==> src/dim_pkg.sv <==
// Purpose: constants for the drive input function mapper
// Assumes: 20 MHz control clock, eight input terminals
// Notes:   function codes are per terminal; see per-terminal localparam groups
`default_nettype none
package dim_pkg;
    localparam int unsigned CLK_HZ          = 20_000_000;
    localparam int unsigned DEB_TIME_US     = 1000;
    localparam int unsigned DEB_CYCLES      = (CLK_HZ / 1_000_000) * DEB_TIME_US;
    localparam int unsigned DEB_W           = 15;
    localparam int unsigned NUM_TERM        = 8;
    localparam int unsigned CODE_W          = 5;

    // Terminal indices (terminal 16,17,18,19,27,29,32,33)
    localparam int unsigned T16 = 0;
    localparam int unsigned T17 = 1;
    localparam int unsigned T18 = 2;
    localparam int unsigned T19 = 3;
    localparam int unsigned T27 = 4;
    localparam int unsigned T29 = 5;
    localparam int unsigned T32 = 6;
    localparam int unsigned T33 = 7;

    // Common codes
    localparam logic [4:0] FN_UNUSED_INPUT      = 5'h00;
    localparam logic [4:0] FN_RESET             = 5'h01;
    localparam logic [4:0] FN_FREEZE_REF        = 5'h02;
    // Terminal 18
    localparam logic [4:0] FN18_START           = 5'h01;
    // Terminal 19
    localparam logic [4:0] FN19_REVERSE         = 5'h01;
    localparam logic [4:0] FN19_START_REVERSE   = 5'h02;
    localparam logic [4:0] FN19_DC_BRAKE_LOW    = 5'h03;
    // Terminal 27
    localparam logic [4:0] FN27_COAST_LOW       = 5'h00;
    localparam logic [4:0] FN27_COAST_CLEAR_LOW = 5'h01;
    localparam logic [4:0] FN27_DC_BRAKE_LOW    = 5'h02;
    localparam logic [4:0] FN27_GUARD_INTERLOCK = 5'h03;
    // Setup select and misc per terminal
    localparam logic [4:0] FN_SETUP_LSB_A       = 5'h04;
    localparam logic [4:0] FN_SETUP_MSB_A       = 5'h04;
    localparam logic [4:0] FN29_SETUP_MSB       = 5'h05;
    localparam logic [4:0] FN29_JOG             = 5'h0C;
    localparam logic [4:0] FN_JOG               = 5'h09;
    localparam logic [4:0] FN_EMERG_RUN         = 5'h0D;
    localparam logic [4:0] FN_EMERG_RUN_LOW     = 5'h0E;
    localparam logic [4:0] FN_CAL_RUN_EN        = 5'h19;

    // Highest legal code per terminal
    localparam logic [4:0] MAX_CODE [NUM_TERM] = '{5'h19, 5'h19, 5'h01, 5'h03,
                                                    5'h03, 5'h10, 5'h0C, 5'h0D};
    // Factory defaults
    localparam logic [4:0] DEF_CODE [NUM_TERM] = '{FN_RESET, FN_FREEZE_REF, FN18_START, FN19_REVERSE,
                                                    FN27_COAST_LOW, FN29_JOG, FN_UNUSED_INPUT, FN_UNUSED_INPUT};

    localparam logic [1:0] SETUP_ONE = 2'h0;
endpackage
`default_nettype wire

==> src/dim_debounce.sv <==
// Purpose: two-flop synchroniser plus debounce for one terminal
// Assumes: input asynchronous to i_core_clk
// Notes:   output changes only after DEB_CYCLES of stable input
`default_nettype none
module dim_debounce (
    // Clock and reset
    input  wire logic i_core_clk,
    input  wire logic i_sys_rst,
    // Pin and result
    input  wire logic i_pin,
    output logic      o_level
);
    typedef struct packed {
        logic                         s1;
        logic                         s2;
        logic                         lvl;
        logic [dim_pkg::DEB_W-1:0]    cnt;
    } dim_deb_t;

    dim_deb_t st_q;
    dim_deb_t st_d;

    always_comb begin
        st_d    = st_q;
        st_d.s1 = i_pin;
        st_d.s2 = st_q.s1;
        if (st_q.s2 == st_q.lvl) begin
            st_d.cnt = '0;
        end else if (st_q.cnt == dim_pkg::DEB_W'(dim_pkg::DEB_CYCLES - 1)) begin
            st_d.lvl = st_q.s2;
            st_d.cnt = '0;
        end else begin
            st_d.cnt = st_q.cnt + 1'b1;
        end
    end

    always_ff @(posedge i_core_clk) begin
        if (i_sys_rst) begin
            // Start at the idle high level so release gives no false low or edge
            st_q     <= '0;
            st_q.s1  <= 1'b1;
            st_q.s2  <= 1'b1;
            st_q.lvl <= 1'b1;
        end else begin
            st_q <= st_d;
        end
    end

    assign o_level = st_q.lvl;

    a_deb_stable: assert property (@(posedge i_core_clk) disable iff (i_sys_rst)
        $changed(st_q.lvl) |-> $past(st_q.s2) == st_q.lvl)
        else $error("debounced level changed without stable input");
endmodule
`default_nettype wire

==> src/dim_mapper.sv <==
// Purpose: maps eight digital input terminals to drive commands and alarms
// Assumes: terminal order 16,17,18,19,27,29,32,33; 20 MHz clock
// Notes:   selections are registered from i_sel_code on i_sel_load; codes above MAX_CODE are ignored
`default_nettype none
module dim_mapper (
    // Clock and reset
    input  wire logic        i_core_clk,
    input  wire logic        i_sys_rst,
    // Terminal pins
    input  wire logic [7:0]  i_term_pin,
    // Selections
    input  wire logic        i_sel_load,
    input  wire logic [39:0] i_sel_code,
    output logic      [39:0] o_sel_code,
    // Drive configuration
    input  wire logic        i_brake_cur_nz,
    input  wire logic        i_brake_time_nz,
    input  wire logic        i_multi_setup,
    input  wire logic        i_halt_key,
    input  wire logic        i_alarm_pending,
    input  wire logic [3:0]  i_out_sel_interlock,
    // Commands
    output logic             o_coast,
    output logic             o_dc_brake,
    output logic             o_run,
    output logic             o_reverse,
    output logic             o_freeze_ref,
    output logic             o_jog,
    output logic             o_alarm_clear,
    output logic             o_ext_fault,
    output logic [3:0]       o_out_fault,
    output logic [1:0]       o_setup,
    output logic             o_emerg_run,
    output logic             o_cal_run_en
);
    typedef struct packed {
        logic [39:0] sel;
        logic [7:0]  prev;
        logic        coast;
        logic        brake;
        logic        run;
        logic        rev;
        logic        frz;
        logic        jog;
        logic        clr;
        logic        fault;
        logic [3:0]  out_fault;
        logic [1:0]  setup;
        logic        emerg;
        logic        cal;
    } dim_state_t;

    dim_state_t st_q;
    dim_state_t st_d;
    logic [7:0] lvl;
    logic [7:0] rise;
    logic [7:0] fall;
    logic [4:0] code [8];

    genvar gi;
    generate
        for (gi = 0; gi < 8; gi++) begin : g_term
            dim_debounce u_deb (
                .i_core_clk (i_core_clk),
                .i_sys_rst  (i_sys_rst),
                .i_pin      (i_term_pin[gi]),
                .o_level    (lvl[gi])
            );
            assign code[gi] = st_q.sel[gi*5 +: 5];
            assign rise[gi] = lvl[gi] & ~st_q.prev[gi];
            assign fall[gi] = ~lvl[gi] & st_q.prev[gi];
        end
    endgenerate

    always_comb begin
        logic       any_reset;
        logic       lsb;
        logic       msb;
        logic [4:0] nc;
        any_reset = 1'b0;
        lsb       = 1'b0;
        msb       = 1'b0;
        nc        = '0;
        st_d      = st_q;
        st_d.prev = lvl;
        if (i_sel_load) begin
            for (int t = 0; t < 8; t++) begin
                nc = i_sel_code[t*5 +: 5];
                if (nc <= dim_pkg::MAX_CODE[t]) begin
                    st_d.sel[t*5 +: 5] = nc;
                end
            end
        end
        for (int t = 0; t < 8; t++) begin
            // Unused code matches no branch, so the pin is ignored
            if (code[t] == dim_pkg::FN_RESET && t != dim_pkg::T18 && t != dim_pkg::T19
                && t != dim_pkg::T27 && rise[t]) begin
                any_reset = 1'b1;
            end
        end
        st_d.coast = 1'b0;
        st_d.brake = 1'b0;
        unique case (code[dim_pkg::T27])
            dim_pkg::FN27_COAST_LOW: st_d.coast = ~lvl[dim_pkg::T27];
            dim_pkg::FN27_COAST_CLEAR_LOW: begin
                st_d.coast = ~lvl[dim_pkg::T27];
                if (fall[dim_pkg::T27]) begin
                    any_reset = 1'b1;
                end
            end
            dim_pkg::FN27_DC_BRAKE_LOW: st_d.brake = ~lvl[dim_pkg::T27];
            dim_pkg::FN27_GUARD_INTERLOCK: st_d.coast = ~lvl[dim_pkg::T27];
            default: st_d.coast = 1'b0;
        endcase
        if (code[dim_pkg::T19] == dim_pkg::FN19_DC_BRAKE_LOW && !lvl[dim_pkg::T19]) begin
            st_d.brake = 1'b1;
        end
        st_d.brake = st_d.brake & i_brake_cur_nz & i_brake_time_nz;
        st_d.clr = any_reset | (i_halt_key & st_q.fault);
        // Set wins over clear: fault stays while interlock input is low
        if (code[dim_pkg::T27] == dim_pkg::FN27_GUARD_INTERLOCK && !lvl[dim_pkg::T27]) begin
            st_d.fault = 1'b1;
        end else if (any_reset || i_halt_key) begin
            st_d.fault = 1'b0;
        end
        st_d.out_fault = i_out_sel_interlock & {4{st_d.fault}};
        st_d.run = (code[dim_pkg::T18] == dim_pkg::FN18_START) & lvl[dim_pkg::T18];
        st_d.rev = 1'b0;
        if (code[dim_pkg::T19] == dim_pkg::FN19_REVERSE) begin
            st_d.rev = lvl[dim_pkg::T19];
        end else if (code[dim_pkg::T19] == dim_pkg::FN19_START_REVERSE) begin
            st_d.rev = lvl[dim_pkg::T19];
            st_d.run = lvl[dim_pkg::T19];
        end
        st_d.frz = 1'b0;
        st_d.jog = 1'b0;
        for (int t = 0; t < 8; t++) begin
            if (t == dim_pkg::T16 || t == dim_pkg::T17 || t == dim_pkg::T29
                || t == dim_pkg::T32 || t == dim_pkg::T33) begin
                if (code[t] == dim_pkg::FN_FREEZE_REF && lvl[t]) begin
                    st_d.frz = 1'b1;
                end
            end
        end
        if ((code[dim_pkg::T29] == dim_pkg::FN29_JOG && lvl[dim_pkg::T29])
            || (code[dim_pkg::T16] == dim_pkg::FN_JOG && lvl[dim_pkg::T16])
            || (code[dim_pkg::T17] == dim_pkg::FN_JOG && lvl[dim_pkg::T17])
            || (code[dim_pkg::T32] == dim_pkg::FN_JOG && lvl[dim_pkg::T32])
            || (code[dim_pkg::T33] == dim_pkg::FN_JOG && lvl[dim_pkg::T33])) begin
            st_d.jog = 1'b1;
        end
        lsb = (code[dim_pkg::T16] == dim_pkg::FN_SETUP_LSB_A && lvl[dim_pkg::T16])
            | (code[dim_pkg::T29] == dim_pkg::FN_SETUP_LSB_A && lvl[dim_pkg::T29])
            | (code[dim_pkg::T32] == dim_pkg::FN_SETUP_LSB_A && lvl[dim_pkg::T32]);
        msb = (code[dim_pkg::T17] == dim_pkg::FN_SETUP_MSB_A && lvl[dim_pkg::T17])
            | (code[dim_pkg::T29] == dim_pkg::FN29_SETUP_MSB && lvl[dim_pkg::T29])
            | (code[dim_pkg::T33] == dim_pkg::FN_SETUP_MSB_A && lvl[dim_pkg::T33]);
        st_d.setup = i_multi_setup ? {msb, lsb} : dim_pkg::SETUP_ONE;
        st_d.emerg = (code[dim_pkg::T16] == dim_pkg::FN_EMERG_RUN && lvl[dim_pkg::T16])
                   | (code[dim_pkg::T16] == dim_pkg::FN_EMERG_RUN_LOW && !lvl[dim_pkg::T16]);
        st_d.cal = (code[dim_pkg::T16] == dim_pkg::FN_CAL_RUN_EN && lvl[dim_pkg::T16])
                 | (code[dim_pkg::T17] == dim_pkg::FN_CAL_RUN_EN && lvl[dim_pkg::T17]);
    end

    always_ff @(posedge i_core_clk) begin
        if (i_sys_rst) begin
            st_q      <= '0;
            st_q.sel  <= {dim_pkg::DEF_CODE[7], dim_pkg::DEF_CODE[6], dim_pkg::DEF_CODE[5],
                          dim_pkg::DEF_CODE[4], dim_pkg::DEF_CODE[3], dim_pkg::DEF_CODE[2],
                          dim_pkg::DEF_CODE[1], dim_pkg::DEF_CODE[0]};
            st_q.prev <= 8'hFF;
        end else begin
            st_q <= st_d;
        end
    end

    assign o_sel_code    = st_q.sel;
    assign o_coast       = st_q.coast;
    assign o_dc_brake    = st_q.brake;
    assign o_run         = st_q.run;
    assign o_reverse     = st_q.rev;
    assign o_freeze_ref  = st_q.frz;
    assign o_jog         = st_q.jog;
    assign o_alarm_clear = st_q.clr & i_alarm_pending;
    assign o_ext_fault   = st_q.fault;
    assign o_out_fault   = st_q.out_fault;
    assign o_setup       = st_q.setup;
    assign o_emerg_run   = st_q.emerg;
    assign o_cal_run_en  = st_q.cal;

    a_coast_low: assert property (@(posedge i_core_clk) disable iff (i_sys_rst)
        (code[4] == 5'h00 && !lvl[4]) |=> o_coast)
        else $error("coast not applied on low");
    a_reset_rise: assert property (@(posedge i_core_clk) disable iff (i_sys_rst)
        (code[0] == 5'h01 && rise[0]) |=> st_q.clr)
        else $error("reset edge missed");
    a_reset_level: assert property (@(posedge i_core_clk) disable iff (i_sys_rst)
        (code[0] == 5'h01 && lvl[0] && !rise[0] && code[4] != 5'h01 && !i_halt_key
         && (code[1] != 5'h01) && (code[5] != 5'h01) && (code[6] != 5'h01) && (code[7] != 5'h01))
        |=> !st_q.clr)
        else $error("reset on static level");
    a_clear_fall: assert property (@(posedge i_core_clk) disable iff (i_sys_rst)
        (code[4] == 5'h01 && fall[4]) |=> (st_q.clr && o_coast))
        else $error("coast and clear failed");
    a_brake_gate: assert property (@(posedge i_core_clk) disable iff (i_sys_rst)
        !(i_brake_cur_nz && i_brake_time_nz) |=> !o_dc_brake)
        else $error("brake without current and time");
    a_brake_low: assert property (@(posedge i_core_clk) disable iff (i_sys_rst)
        (code[4] == 5'h02 && !lvl[4] && i_brake_cur_nz && i_brake_time_nz) |=> o_dc_brake)
        else $error("brake not applied");
    a_guard_fault: assert property (@(posedge i_core_clk) disable iff (i_sys_rst)
        (code[4] == 5'h03 && !lvl[4]) |=> (o_coast && o_ext_fault))
        else $error("interlock did not fault");
    a_fault_out: assert property (@(posedge i_core_clk) disable iff (i_sys_rst)
        o_out_fault == (i_out_sel_interlock & {4{o_ext_fault}}) || $changed(i_out_sel_interlock))
        else $error("fault outputs mismatch");
    a_halt_clear: assert property (@(posedge i_core_clk) disable iff (i_sys_rst)
        (i_halt_key && !(code[4] == 5'h03 && !lvl[4])) |=> !o_ext_fault)
        else $error("halt key did not clear fault");
    a_run_level: assert property (@(posedge i_core_clk) disable iff (i_sys_rst)
        (code[2] == 5'h01 && code[3] != 5'h02) |=> o_run == $past(lvl[2]))
        else $error("run does not follow start");
    a_rev_nostart: assert property (@(posedge i_core_clk) disable iff (i_sys_rst)
        (code[3] == 5'h01 && code[2] == 5'h00) |=> (!o_run && o_reverse == $past(lvl[3])))
        else $error("reverse issued start");
    a_setup_single: assert property (@(posedge i_core_clk) disable iff (i_sys_rst)
        !i_multi_setup |=> o_setup == 2'h0)
        else $error("setup changed without multi setup");
    a_unused_quiet: assert property (@(posedge i_core_clk) disable iff (i_sys_rst)
        (code[6] == 5'h00 && code[7] == 5'h00 && code[0] == 5'h00 && code[1] == 5'h00
         && code[5] == 5'h00 && code[4] == 5'h00 && !i_halt_key) |=> !st_q.clr)
        else $error("unused terminal acted");
    a_code_legal: assert property (@(posedge i_core_clk) disable iff (i_sys_rst)
        code[2] <= 5'h01 && code[3] <= 5'h03 && code[4] <= 5'h03)
        else $error("illegal code stored");
    a_reset_dflt: assert property (@(posedge i_core_clk)
        ($past(i_sys_rst) && !i_sys_rst) |-> (code[2] == 5'h01 && code[6] == 5'h00))
        else $error("defaults not loaded");
endmodule
`default_nettype wire

==> config.mk <==
export PLATFORM = sky130hd
export DESIGN_NAME = dim_mapper
export DESIGN_NICKNAME = d
export VERILOG_FILES = /design/src/dim_pkg.sv /design/src/dim_debounce.sv /design/src/dim_mapper.sv
export SDC_FILE = /design/constraint.sdc
export NUM_CORES = 1
export LEC_CHECK = 0
export ABC_AREA = 1
export BUFFER_PORTS_ARGS = -buffer_cell sky130_fd_sc_hd__buf_2
export CORE_ASPECT_RATIO = 1.2
export CORE_MARGIN = 2
export CORE_UTILIZATION = 40
export CTS_BUF_LIST = sky130_fd_sc_hd__clkbuf_8
export CTS_CLUSTER_SIZE = 12
export DETAILED_ROUTE_END_ITERATION = 12
export MAX_ROUTING_LAYER = met4
export PLACE_DENSITY = 0.67
export SLEW_MARGIN = 20
export SYNTH_ARGS = -nofsm -noshare
export SYNTH_HDL_FRONTEND = slang
export SYNTH_HIERARCHICAL = 1
export SYNTH_SLANG_ARGS = --single-unit
==> constraint.sdc <==
create_clock -name i_core_clk -period 1.9 [get_ports i_core_clk]
set_input_delay 0.38 -clock i_core_clk [delete_from_list [all_inputs] [get_ports i_core_clk]]
set_output_delay 0.38 -clock i_core_clk [all_outputs]
set_load 0.005 [all_outputs]
==> flow_summary.yaml <==
pwr:
  power.share.sequential_pct: 49.5
  ir_worst_vdd_uv: 489
  share_comb_of_total_power_pct: 4.6
  powerDensity_nw_per_um2: 797
  p_switching_uw: 2070
  share_clk_of_total_power_pct: 45.9
  power.switching_fraction_pct: 23.0
  intPower_uw: 6900
  p_leak_uw: 0.00430
die:
  die_h_um: 177
  floorplan.core_area_um2: 24700
  die_outline_area_um2: 26300
  die_w_um: 148
  num_rows: 63
  initial_core_util_pct: 40.6
  design.portCount: 116
timing:
  tightestPinTransition_ps: 534
  final-hold-violation-count: 0
  setup_tns_ps: 0
  finalClockSkew_ps: 23.1
  final_period_demand_of_the_worst_path_ps: 1480
  maxSlewViolCount: 0
  timing.final.setup_violations: 0
  post-route-period-util_pct: 78.1
  max-slew-margin-rel_pct: 64.1
  maxClockFrequency_mhz: 674
  rsz0062_at_grt: "no"
  setup_ws_ps: 417
final_layout:
  area_of_the_multi_input_gates_um2: 4750
  antennaDiodeCount: 0
  drive_gt1_share_pct: 25.1
  flow.area_growth_from_synthesis_pct: 12.4
  finalInstanceArea_um2: 11300
  ff_latch_area_um2: 4120
  fillerInstances: 2489
  nNetsFinal: 1508
placed_design:
  pre_cts_slack_ps: 360
  port_buffers: 115
  postPlaceCellArea_um2: 10500
  dpl.hpwl_um: 15900
  gp_routability_congestion: 0.875
route:
  detailroute.via_count: 8401
  drt-total-wl_um: 21400
  post_drt_wl_per_cell_um: 11.9
  firstDrtPassIters: 5
  vias_per_cell: 4.70
  detail_route.drc_violations: 0
  drt_iter0_markers: 317
  antenna_left: 0
  detail_route.wirelength.met1_um: 9600
  met2WireLength_um: 10300
  top_layer: "met4"
  met3WireLength_um: 1010
global_routing:
  grt-ovfl-total: 0
  gr-usage-all-layers_pct: 17.1
  antenna_violations_before_repair: 0
  grt_first_pass_wirelength_um: 36100
  largest_net_degree_at_the_start_of_global_routing: 30
  grt_pass1_vias: 7940
cts:
  worst_skew_pair_latency_ps: 520
  cts_htree_levels: 2
  post_cts_hold_buffer_count: 0
  cts_post_setup_buffers_inserted: 0
  post_cts_resized: 0
  cts_made_buffers: 36
  ctsRootBufferMaster: "clkbuf_8"
  cts.sinks: 206
  clock_tree_from_tritoncts: "yes"
  clk_pin_slew_ps: 60
  cts.path.max_buffers: 3
logic_synthesis:
  yosysWarningCount: 6
  netlist_top_cells_count: "258 x nand2_1, 206 x dfxtp_1, 145 x inv_1, 137 x nor2_1, 119 x nand3_1"
  synth_largest_area_cell: "dfxtp_1"
  synth_enable_flop_cells: 0
  postSynth.topFlopCell: "dfxtp_1"
  synth.cell_area_um2: 10000
  yosys.cell_count.top_type: "nand2_1"
  synthesized_instance_count: 1343
  syn-mean-instance-area_um2: 7.46
  ys_ff_latch: 206
  yosys-top-cells-area: "dfxtp_1 41%, nand2_1 9.7%, nor2_2 6.5%"
  synth_top_area_share_pct: 41.2
  synth_sequential_area_ratio_pct: 41.2
  ys_async_sr_fraction_pct: 0
  synthDistinctLibCells: 31
  postSynthNetCount: 1411
setup_path:
  critical_path.endpoint_type: "flip-flop"
  critPathKind: "reg2reg"
  required_ps: 2280
  critical_path.startpoint_type: "flip-flop"
  signal_arrival_time_at_the_worst_endpoint_ps: 1860
  critical_path_peak_fanout: 14
status:
  run_status: "finished, final reports clean"
worst_hold_path:
  min-delay-path-class: "in2reg"
job:
  drv_cap: 0
[final cells by class]
class / instances / share of cell area (%)
multi-input combinational: 915 / 42.2
sequential: 206 / 36.6
clock buffer: 47 / 5.75
timing repair buffer: 119 / 5.60
inverter: 162 / 5.40
tap: 325 / 3.61
clock inverter: 15 / 0.811
[metrics by stage]
stage / hold WS, ps / instances / util (%) / total power, uW
4_1_cts: 9.93 / 1789 / 45.6 / 9130
2_1_floorplan: 389 / 1343 / - / 4800
5_1_grt: 14.9 / 1789 / 45.6 / 9380
3_3_place_gp: 391 / 1727 / 42.6 / 4940
3_5_place_dp: 394 / 1727 / 42.6 / 4950
6_report: 41.3 / 1789 / 45.6 / 8970
[registers in the layout (all words and copies together), names as in the netlist, 2 cells and up]
signal                cells
st_q                      7
o_sel_code               40
g_term.u_deb/o_level      8
g_term.u_deb/st_q       128
o_setup                   2
o_out_fault               4
g_term.u_deb/st_d         8
[power by group through the flow]
stage	Combinational [uW]	Sequential, uW	Clock [uW]
4_1_cts	417	4440	4270
3_3_place_gp	409	4530	0
6_report	410	4440	4120
3_5_place_dp	414	4540	0
2_1_floorplan	282	4520	0
5_1_grt	463	4450	4470
[logic make-up (layout without fill, tap and decap cells)]
| family | Yosys count | count (layout) | synth area share, % |
|---|---|---|---|
| simple gates | 763 | 763 | 37.0 |
| buf+inv | 222 | 343 | 11.4 |
| flops | 206 | 206 | 41.2 |
| compound gates | 96 | 96 | 5.20 |
| xor+xnor | 48 | 48 | 4.20 |
| fa+ha+maj | 8 | 8 | 1.00 |
[placed cells by master (no fill, tap or decap), types with 23 or more instances in the layout]
cell type / instances
nand2_1: 258
dfxtp_1: 206
inv_1: 154
nor2_1: 137
nand3_1: 119
buf_2: 115
nor2_2: 104
a21oi_1: 56
clkbuf_8: 47
nand4_1: 41
nand2_2: 33
o21ai_0: 27
xnor2_1: 24
xor2_1: 24
or2_2: 23
[worst max-delay path, cell delays in order, from the launching register on]
cell and delay [ps]:
dfxtp_1 370, ha_1 210, nand3_1 120, nor2_2 180
nand2_2 80, nand2_2 310, a21oi_1 70
[routing by layer]
layer  track usage, %  vias to the layer above
met3             3.11                       44
met4             5.48                        0
met5                -                        -
li1                 -                     4409
met2             29.3                      167
met1             20.4                     3781
[worst paths after layout]
kind	startpoint	endpoint	slack, ps	depth (start not counted)
worst max register to register	g_term[7].u_deb/st_q[0]$_SDFF_PP0_	g_term[7].u_deb/st_q[14]$_SDFF_PP0_	420	6
worst min register to register	g_term[1].u_deb/st_d[16]$_SDFF_PP1_	g_term[1].u_deb/st_q[16]$_SDFF_PP1_	400	1
worst min-delay path	i_term_pin[6]	g_term[6].u_deb/st_d[16]$_SDFF_PP1_	40	2
worst max-delay path	g_term[7].u_deb/st_q[0]$_SDFF_PP0_	g_term[7].u_deb/st_q[14]$_SDFF_PP0_	420	6
Power figures use the tool's default switching activity.
